**config.mk**
```make
export PLATFORM = sky130hd
export DESIGN_NAME = gear_shift_protection
export DESIGN_NICKNAME = d
export VERILOG_FILES = /design/src/gear_shift_pkg.sv /design/src/gear_shift_protection.sv
export SDC_FILE = /design/constraint.sdc
export NUM_CORES = 2
export LEC_CHECK = 0
export BUFFER_PORTS_ARGS = -buffer_cell sky130_fd_sc_hd__buf_4
export CORE_MARGIN = 5
export CORE_UTILIZATION = 40
export CTS_BUF_LIST = sky130_fd_sc_hd__clkbuf_8
export DETAILED_ROUTE_END_ITERATION = 10
export PLACE_DENSITY = 0.58
export REMOVE_ABC_BUFFERS = 1
export SLEW_MARGIN = 20
export SYNTH_ARGS = -nofsm -noshare
export SYNTH_HDL_FRONTEND = slang
export SYNTH_SLANG_ARGS = --single-unit
```
**constraint.sdc**
```tcl
create_clock -name mclk -period 42.8 [get_ports mclk]
set_clock_uncertainty 0.05 [all_clocks]
set_input_delay 4.28 -clock mclk [delete_from_list [all_inputs] [get_ports mclk]]
set_output_delay 4.28 -clock mclk [all_outputs]
set_load 0.05 [all_outputs]
```
**src/gear_shift_pkg.sv**
```systemverilog
// Shared constants and types for the range gear decision block
package gear_shift_pkg;

  localparam int GEARS = 4;
  localparam int GW    = 2;
  localparam int SW    = 16;

  // Register byte offsets
  localparam logic [7:0] OFS_CTRL  = 8'h00;
  localparam logic [7:0] OFS_STAT  = 8'h04;
  localparam logic [7:0] OFS_ZONE  = 8'h08;
  localparam logic [7:0] OFS_TLIM  = 8'h0C;
  localparam logic [7:0] OFS_OLIM  = 8'h10;
  localparam logic [7:0] OFS_RATIO = 8'h20;
  localparam logic [7:0] OFS_HALF  = 8'h30;
  localparam logic [7:0] OFS_FULL  = 8'h40;

  // Field positions
  localparam int CTRL_CAP_BIT = 0;
  localparam int CTRL_LOW_LSB = 2;
  localparam int RATIO_FRAC   = 8;

  // Reset values
  localparam logic [31:0] CTRL_RST  = 32'h0000_0000;
  localparam logic [31:0] ZONE_RST  = 32'h0000_C060;
  localparam logic [31:0] TLIM_RST  = 32'h0AF0_0BB8;
  localparam logic [31:0] OLIM_RST  = 32'h0AF0_0BB8;
  localparam logic [15:0] RATIO_RST = 16'h0100;
  localparam logic [31:0] PTS_RST   = 32'h0578_07D0;

  typedef enum logic [1:0] {
    DIR_N = 2'b00,
    DIR_F = 2'b01,
    DIR_R = 2'b10
  } dir_t;

  typedef enum logic [1:0] {
    ZONE_LOW  = 2'b00,
    ZONE_HALF = 2'b01,
    ZONE_FULL = 2'b10
  } zone_t;

  typedef struct packed {
    logic [SW-1:0] turbine;
    logic [SW-1:0] outSpeed;
    logic [7:0]    throttle;
  } sense_t;

  typedef struct packed {
    dir_t          dir;
    logic [GW-1:0] gear;
    logic          autoSel;
  } lever_t;

endpackage

```
**src/gear_shift_protection.sv**
```systemverilog
// Range gear decision with downshift and overspeed protections
`timescale 1ns/1ps
module gear_shift_protection
  import gear_shift_pkg::*;
(
  // Clock, reset, enable
  input  wire logic          mclk,
  input  wire logic          rst,
  input  wire logic          clkEn,
  // Control tick and sensed inputs
  input  wire logic          tick,
  input  wire sense_t        sense,
  input  wire lever_t        lever,
  // Wishbone slave
  input  wire logic          wb_cyc_i,
  input  wire logic          wb_stb_i,
  input  wire logic          wb_we_i,
  input  wire logic [7:0]    wb_adr_i,
  input  wire logic [3:0]    wb_sel_i,
  input  wire logic [31:0]   wb_dat_i,
  output logic      [31:0]   wb_dat_o,
  output logic               wb_ack_o,
  // Gear and lamp outputs
  output logic      [GW-1:0] gearSel,
  output logic               shiftPulse,
  output logic               warnLamp,
  output logic               downPending
);

  logic [31:0]   ctrlReg;
  logic [31:0]   zoneReg;
  logic [31:0]   tlimReg;
  logic [31:0]   olimReg;
  logic [15:0]   ratio   [GEARS];
  logic [31:0]   halfPts [GEARS];
  logic [31:0]   fullPts [GEARS];
  logic          osArmed;
  logic          wbReq;
  logic          wbWr;
  logic [31:0]   next_dat;
  zone_t         zone;
  logic [GW-1:0] lowGear;
  logic [31:0]   prod;
  logic [SW-1:0] predicted;
  logic          downOk;
  logic [31:0]   pts;
  logic [SW-1:0] upPt;
  logic [SW-1:0] dnPt;
  logic [GW-1:0] ceiling;
  logic [GW-1:0] lowest;
  logic [SW-1:0] osSpeed;
  logic [SW-1:0] osLim;
  logic [SW-1:0] osWarn;
  logic          osUp;
  logic          warnNear;
  logic          autoUp;
  logic          autoDn;
  logic          upReq;
  logic          downReq;
  logic [GW-1:0] next_gear;

  function automatic logic [31:0] merge(
    input logic [31:0] old,
    input logic [31:0] din,
    input logic [3:0]  sel
  );
    logic [31:0] r;
    r = old;
    for (int b = 0; b < 4; b++) begin
      if (sel[b]) begin
        r[b*8 +: 8] = din[b*8 +: 8];
      end
    end
    return r;
  endfunction

  assign wbReq = wb_cyc_i & wb_stb_i & ~wb_ack_o;
  assign wbWr  = wbReq & wb_we_i;

  // Bus answer, one cycle after the request is seen
  always_ff @(posedge mclk or posedge rst) begin
    if (rst) begin
      wb_ack_o <= 1'b0;
      wb_dat_o <= 32'h0000_0000;
    end else if (clkEn) begin
      wb_ack_o <= wbReq;
      wb_dat_o <= next_dat;
    end
  end

  // Read decode; unmapped reads answer zero
  always_comb begin
    next_dat = 32'h0000_0000;
    if (wb_adr_i == OFS_CTRL) begin
      next_dat = ctrlReg;
    end else if (wb_adr_i == OFS_STAT) begin
      next_dat = {24'h000000, osArmed, downPending, warnLamp,
                  zone, 1'b0, gearSel};
    end else if (wb_adr_i == OFS_ZONE) begin
      next_dat = zoneReg;
    end else if (wb_adr_i == OFS_TLIM) begin
      next_dat = tlimReg;
    end else if (wb_adr_i == OFS_OLIM) begin
      next_dat = olimReg;
    end else if (wb_adr_i[7:4] == OFS_RATIO[7:4]) begin
      next_dat = {16'h0000, ratio[wb_adr_i[3:2]]};
    end else if (wb_adr_i[7:4] == OFS_HALF[7:4]) begin
      next_dat = halfPts[wb_adr_i[3:2]];
    end else if (wb_adr_i[7:4] == OFS_FULL[7:4]) begin
      next_dat = fullPts[wb_adr_i[3:2]];
    end
  end

  // Global configuration registers
  always_ff @(posedge mclk or posedge rst) begin
    if (rst) begin
      ctrlReg <= CTRL_RST;
      zoneReg <= ZONE_RST;
      tlimReg <= TLIM_RST;
      olimReg <= OLIM_RST;
    end else if (clkEn && wbWr) begin
      if (wb_adr_i == OFS_CTRL) begin
        ctrlReg <= merge(ctrlReg, wb_dat_i, wb_sel_i);
      end else if (wb_adr_i == OFS_ZONE) begin
        zoneReg <= merge(zoneReg, wb_dat_i, wb_sel_i);
      end else if (wb_adr_i == OFS_TLIM) begin
        tlimReg <= merge(tlimReg, wb_dat_i, wb_sel_i);
      end else if (wb_adr_i == OFS_OLIM) begin
        olimReg <= merge(olimReg, wb_dat_i, wb_sel_i);
      end
    end
  end

  // Per-gear ratio and shift point registers
  for (genvar g = 0; g < GEARS; g++) begin : g_gear
    localparam logic [1:0] IDX = 2'(g);
    logic [31:0] ratioWide;
    assign ratioWide = merge({16'h0000, ratio[g]}, wb_dat_i, wb_sel_i);
    always_ff @(posedge mclk or posedge rst) begin
      if (rst) begin
        ratio[g]   <= RATIO_RST;
        halfPts[g] <= PTS_RST;
        fullPts[g] <= PTS_RST;
      end else if (clkEn && wbWr && wb_adr_i[3:2] == IDX) begin
        if (wb_adr_i[7:4] == OFS_RATIO[7:4]) begin
          ratio[g] <= ratioWide[15:0];
        end else if (wb_adr_i[7:4] == OFS_HALF[7:4]) begin
          halfPts[g] <= merge(halfPts[g], wb_dat_i, wb_sel_i);
        end else if (wb_adr_i[7:4] == OFS_FULL[7:4]) begin
          fullPts[g] <= merge(fullPts[g], wb_dat_i, wb_sel_i);
        end
      end
    end
  end

  // Throttle zone classification
  always_comb begin
    if (sense.throttle >= zoneReg[15:8]) begin
      zone = ZONE_FULL;
    end else if (sense.throttle >= zoneReg[7:0]) begin
      zone = ZONE_HALF;
    end else begin
      zone = ZONE_LOW;
    end
  end

  // Predicted turbine speed in the next lower gear
  assign lowGear = (gearSel == '0) ? '0 : gearSel - 2'd1;
  assign prod    = sense.outSpeed * ratio[lowGear];
  assign predicted = (prod[31:24] != 8'h00) ? 16'hFFFF
                   : prod[23:8];
  assign downOk  = predicted <= tlimReg[15:0];

  // Shift points of the current gear: full points in the full zone, half points in the low and half zones
  assign pts  = (zone == ZONE_FULL) ? fullPts[gearSel]
              : halfPts[gearSel];
  assign upPt = pts[15:0];
  assign dnPt = pts[31:16];

  // Overspeed ceiling, optionally capped at the lever gear
  assign ceiling = ctrlReg[CTRL_CAP_BIT] ? lever.gear
                 : 2'(GEARS - 1);
  assign lowest  = ctrlReg[CTRL_LOW_LSB +: GW];

  // Neutral watches output speed, forward/reverse turbine speed
  always_comb begin
    if (lever.dir == DIR_N) begin
      osSpeed = sense.outSpeed;
      osLim   = olimReg[15:0];
      osWarn  = olimReg[31:16];
    end else begin
      osSpeed = sense.turbine;
      osLim   = tlimReg[15:0];
      osWarn  = tlimReg[31:16];
    end
  end

  assign warnNear = osSpeed >= osWarn;
  assign osUp = osArmed && osSpeed >= osLim
              && gearSel < ceiling;

  // Automatic decisions from the zone speed points, plus a forced upshift while below both the lowest gear and the lever gear
  always_comb begin
    autoUp = 1'b0;
    autoDn = 1'b0;
    if (gearSel < lowest && gearSel < lever.gear) begin
      autoUp = 1'b1;
    end else if (gearSel > lever.gear) begin
      autoDn = sense.turbine < dnPt;
    end else if (zone != ZONE_LOW) begin
      autoUp = sense.turbine >= upPt
             && gearSel < lever.gear;
      autoDn = sense.turbine < dnPt
             && gearSel > lowest;
    end
  end

  assign upReq   = lever.autoSel ? autoUp
                 : (gearSel < lever.gear);
  assign downReq = lever.autoSel ? autoDn
                 : (gearSel > lever.gear);

  // Priority: overspeed up, protected down, normal up
  always_comb begin
    next_gear = gearSel;
    if (osUp) begin
      next_gear = gearSel + 2'd1;
    end else if (downReq && downOk) begin
      next_gear = gearSel - 2'd1;
    end else if (upReq && !downReq) begin
      next_gear = gearSel + 2'd1;
    end
  end

  // Gear state, updated once per tick
  always_ff @(posedge mclk or posedge rst) begin
    if (rst) begin
      gearSel    <= '0;
      shiftPulse <= 1'b0;
    end else if (clkEn) begin
      shiftPulse <= 1'b0;
      if (tick) begin
        gearSel    <= next_gear;
        shiftPulse <= next_gear != gearSel;
      end
    end
  end

  // Re-arm overspeed only after speed falls below limit
  always_ff @(posedge mclk or posedge rst) begin
    if (rst) begin
      osArmed <= 1'b1;
    end else if (clkEn && tick) begin
      if (osUp) begin
        osArmed <= 1'b0;
      end else if (osSpeed < osLim) begin
        osArmed <= 1'b1;
      end
    end
  end

  // Warning lamp and withheld downshift
  always_ff @(posedge mclk or posedge rst) begin
    if (rst) begin
      downPending <= 1'b0;
      warnLamp    <= 1'b0;
    end else if (clkEn && tick) begin
      downPending <= downReq && !downOk && !osUp;
      warnLamp    <= (downReq && !downOk)
                   || warnNear;
    end
  end

endmodule

```
# Word-level counts from Yosys, hierarchy flattened
# Index checks and enable logic that the tools add are counted.
# op_classes
n_addsub,2
n_mul,1
n_lt_le_gt_ge,16
eq_ne,12
mux,49
bitwise,12
n_reduce_logical,84
# op_table
cell,n
32-bit 2-to-1 mux,17
32-bit binary-select mux with 2-bit select,4
16-bit 2-to-1 mux,8
5-bit AND reduction,20
4-bit AND reduction,20
16-bit binary-select mux with 2-bit select,2
16-bit >= comparator,3
3-bit AND reduction,12
16-bit < comparator,2
16-bit by 16-bit multiplier with 32-bit output,1
6-bit AND reduction,4
"8-bit by 4-bit equality test with 1-bit output, second input constant",2
8-bit >= comparator,2
16-bit <= comparator,1
1-bit logical AND,15
1-bit 2-to-1 mux,12
2-bit 2-to-1 mux,6
"3-bit >= comparator, second input constant",3
2-bit inverter with 3-bit output,3
"4-bit by 2-bit equality test with 1-bit output, second input constant",2
"8-bit by 3-bit equality test with 1-bit output, second input constant",1
"8-bit by 5-bit equality test with 1-bit output, second input constant",1
8-bit logical NOT,1
8-bit nonzero test,1
15 further kinds,33
# word_totals
ff_bits,487
in_bits,96
output_inout_bits,38
wordCells,239

# Logic depth before layout (Yosys ltp)
# depth
word_depth,18
ltp_mapped,43
ltp_nobuf,35

# Worst setup path after synthesis
# No wires, ideal clock.
# synth_timing
path_kind,input to register
start,input port sense[15] (netlist bit)
end,register gearSel[1]
setup_time_ns,0.129
arrival_time_ns,11.779
t_required_ns,42.621
setup_slack_ns,30.842
stages,34
path_buffers,2
path_cell_list,clkbuf_1 > nand2_1 > fa_1 > inv_1 > fa_1 > inv_1 > fa_1 > inv_1 > fa_1 > fa_1 > inv_1 > fa_1 > inv_1 > ha_1 > a21o_1 > a21o_1 > a21oi_1 > a21bo_2 > a2111oi_0 > or4b_1 > and3_1 > nor4_4 > buf_6 > nand2_1 > ha_1 > a21o_1 > a21o_1 > a21o_1 > a211oi_1 > o21ai_0 > a21oi_1 > o21a_1 > nor3b_1 > a2111o_1
# synth_between
elab_chain_len,7
elab_cells_between_ends,11
classes_between,1 x mul; 2 x order compare; 4 x mux; 4 x reduce/logical
# synth_lines
item,line,source
"start, declared",gear_shift_protection.sv:12,"input wire sense_t sense,"
16-bit by 16-bit multiplier with 32-bit output,gear_shift_protection.sv:169,assign prod = sense.outSpeed * ratio[lowGear];
8-bit nonzero test,gear_shift_protection.sv:170,assign predicted = (prod[31:24] != 8'h00) ? 16'hFFFF
16-bit 2-to-1 mux,gear_shift_protection.sv:170,
16-bit <= comparator,gear_shift_protection.sv:172,assign downOk = predicted <= tlimReg[15:0];
1-bit logical AND,gear_shift_protection.sv:228,end else if (downReq && downOk) begin
2-bit 2-to-1 mux,gear_shift_protection.sv:228,
2-bit 2-to-1 mux (*),gear_shift_protection.sv:226,if (osUp) begin
"end signal, assigned",gear_shift_protection.sv:243,gearSel <= next_gear;
"end, declared",gear_shift_protection.sv:24,"output logic [GW-1:0] gearSel,"
# Mark *: on every way between the ends. The rest lies on a longest branch, timed or not.
# A chain may end at the register's enable or synchronous reset.

# Final worst setup path
# layout_timing
start,input port sense[16] (netlist bit)
end,register gearSel[1]
# Same word-level chain as after synthesis.

==> metrics.md <==
| Metric | Value |
|---|---|
| Worst-skew pair later-pin latency | `0.68 ns` |
| First-pass GRT wire length | `166 mm` |
| Crit path required time | `43.30 ns` |
| DR WL/cell | `25.0 um` |
| Startpoint Class | `input port` |
| Top-area cell type share of the netlist area | `25.1%` |
| Vias in the first global route | `25,800` |
| Critical path capture point type | `register` |
| Final setup TNS | `0 ns` |
| Yosys top cell by area | `dfrtp_1` |
| Die height | `308 um` |
| I/O pin cnt | `134` |
| PostCTS Resize Cnt | `0` |
| Worst Setup EP | `gearSel[1]$_DFFE_PP0P_` |
| Post-synthesis cell count | `3,023` |
| Flop2flop setup slack | `31.55 ns` |
| Fill count | `8,281` |
| Peak VDD IR | `0.0275 mV` |
| Initial DRC Count | `1,804` |
| Reg2Reg Depth | `35` |
| Max_slew headroom | `27.9%` |
| Cell mode on critical path | `fa_1` |
| Top-count cell post-synth | `mux2_2` |
| Placed cell areas | `0.0376 mm2` |
| Type of the worst min-delay path | `reg -> reg` |
| Hold_buf cts | `0` |
| Register area share after synthesis | `34.8%` |
| RR Startpoint | `gearSel[1]$_DFFE_PP0P_` |
| Tcrit/Tclk final | `28.2%` |
| Clk sink count | `487` |
| List of most frequent post-synthesis cells | `474 x mux2_2, 356 x dfrtp_1, 271 x inv_1` |
| CP Max Fanout | `17` |
| Critical Path AT | `12.56 ns` |
| Worst Setup SP | `sense[16]` |
| Clk buf depth | `3` |
| Root Driver | `clkbuf_8` |
| Max cap viols | `0` |
| HPWL Detailed | `76.9 mm` |
| Synth Warn # | `0` |
| Core area | `0.0882 mm2` |
| Final hold violations | `0` |
| Max stage delay on crit path | `0.67 ns` |
| FFs w/ async S/R, synth | `100%` |
| Setup Buffers After CTS | `0` |
| Post-synth EDFFs | `0` |
| GPL Wtd Cong | `0.892` |
| Pwr per Cell Area | `30.7 mW/mm2` |
| Avg Vias per Cell | `5.72` |
| Initial antenna violation count | `9` |
| GRT Total Usage | `23.0%` |
| RSZ-0062 raised after global routing | `no` |
| Num rows | `109` |
| Initial DRT Pass Iterations | `5` |
| Area Overhead vs Synth | `10.7%` |
| Final Max Slew Viols | `0` |
| WL final | `108 mm` |
| Starting density of the core | `40.2%` |
| Kind of critical path | `in -> reg` |
| Die width | `308 um` |
| Final ANT Viol Nets | `0` |
| IO buf count | `133` |
| Yosys cell types | `70` |
| Worst Tran Pin Value | `1.08 ns` |
| Final instance area | `0.0393 mm2` |
| Worst reg2reg endpoint | `gearSel[1]$_DFFE_PP0P_` |
| Total CTS buffers | `81` |
| Clock transition at path regs | `0.06 ns` |
| Run status | `finished, final reports clean` |
| Layout cell share with drive strength beyond 1 | `33.3%` |
| Total grt overflow | `0` |
| P_leak | `18.5 nW` |
| Final net count | `3,600` |
| Max Fclk | `82.9 MHz` |
| Tmin final | `12.06 ns` |
| TritonCTS clock tree | `done` |
| Synth Register Bits | `487` |
| Post-synthesis area per instance | `11.7 um2` |
| Top cells by area, synth | `dfrtp_1 25%, mux2_2 15%, fa_1 11%` |
| Die area | `0.0947 mm2` |
| Largest net degree at the start of global routing | `160` |
| Setup violators final | `0` |
| H-tree depth | `3` |
| Commonest register cell after synthesis | `dfrtp_1` |
| CP max-delay cell | `nor4_4` |
| DRC violations left | `0` |
| Cell Area, Synth | `0.0355 mm2` |
| Vias | `24,900` |
| Total power | `1.20 mW` |
## cells in the final DEF (no fill, tap or decap), drive strengths merged, types with 112 or more instances in the layout
cell type and count:
mux2 474, dfrtp 356, inv 306, nand2 266, ha 203, fa 193, buf 161, mux4 155
and2 144, dfstp 131, nor2 112
## how the worst min path moves through the flow
stage	startpoint	endpoint	slack, ns	depth (start not counted)
finish	zoneReg[28]$_DFFE_PP0P_	zoneReg[28]$_DFFE_PP0P_	0.45	1
global placement	ctrlReg[5]$_DFFE_PP0P_	ctrlReg[5]$_DFFE_PP0P_	0.44	1
detailed placement	zoneReg[24]$_DFFE_PP0P_	zoneReg[24]$_DFFE_PP0P_	0.44	1
floorplan	ctrlReg[6]$_DFFE_PP0P_	ctrlReg[6]$_DFFE_PP0P_	0.43	1
global route	zoneReg[24]$_DFFE_PP0P_	zoneReg[24]$_DFFE_PP0P_	0.46	1
CTS	zoneReg[30]$_DFFE_PP0P_	zoneReg[30]$_DFFE_PP0P_	0.46	1
## kinds of logic after synthesis
| logic type | after synthesis | synth area share (%) |
|---|---|---|
| XOR/XNOR | 24 | 0.593 |
| multiplexers | 708 | 27.1 |
| adder cells (fa/ha/maj) | 396 | 18.1 |
| flip-flops | 487 | 34.8 |
| AO/OA/AOI/OAI | 363 | 6.51 |
| buffers and inverters | 430 | 4.62 |
| AND/OR/NAND/NOR | 615 | 8.28 |
## worst max-delay path, delay by kind of cell
family                     cells  cell delay, ns
adders and majority gates      8            3.77
xor gates and xnor gates       1            0.17
buffers and inverters          4            0.41
and+or+nand+nor                5            1.12
AOI/OAI and AO/OA             13            2.79
## where the power goes
| group | internal [mW] | total, mW | switching [mW] |
|---|---|---|---|
| sequential | 0.472 | 0.493 | 0.0215 |
| clock | 0.229 | 0.426 | 0.197 |
| combinational | 0.111 | 0.285 | 0.174 |
| total | 0.812 | 1.20 | 0.393 |
## sequential cells by signal (all words and copies together) (netlist names), 2 cells and up
name,flops
ctrlReg,32
fullPts,128
gearSel,2
halfPts,128
olimReg,32
ratio,64
tlimReg,32
wb_dat_o,32
zoneReg,32
## per-stage QoR
step                cells  hold WS, ns  setup slack, ns  util (%)
finish               4344        0.455            30.74      44.5
CTS                  4341        0.456            30.77      44.5
floorplan            2864        0.425            25.10         -
detailed placement   4190        0.443            30.09      42.6
global placement     4190        0.435            30.16      42.6
global route         4342        0.458            30.24      44.5
## per-layer routing
layer  part of all wire (%)  routed length (um)  GRT usage (%)  vias to the layer above
li1                       -                   -              -                    10900
met1                     44               47700           32.0                    13000
met2                     47               50500           36.8                      789
met3                    6.9                7460           4.61                      161
met4                    2.5                2710           6.25                        6
met5                  0.035                  38              0                        -
## layout make-up
type                    instances  area, um2  area share (%)
multi-input cells            2106      21500            54.8
inverters                     271       1020            2.61
clock inverters                44        206           0.526
diodes                          3       7.51          0.0191
repair buffers                161       1230            3.13
clock buffers                 107       1470            3.75
flip-flops and latches        487      12400            31.5
well taps                    1165       1460            3.71
(Power assumes the default switching activity.)
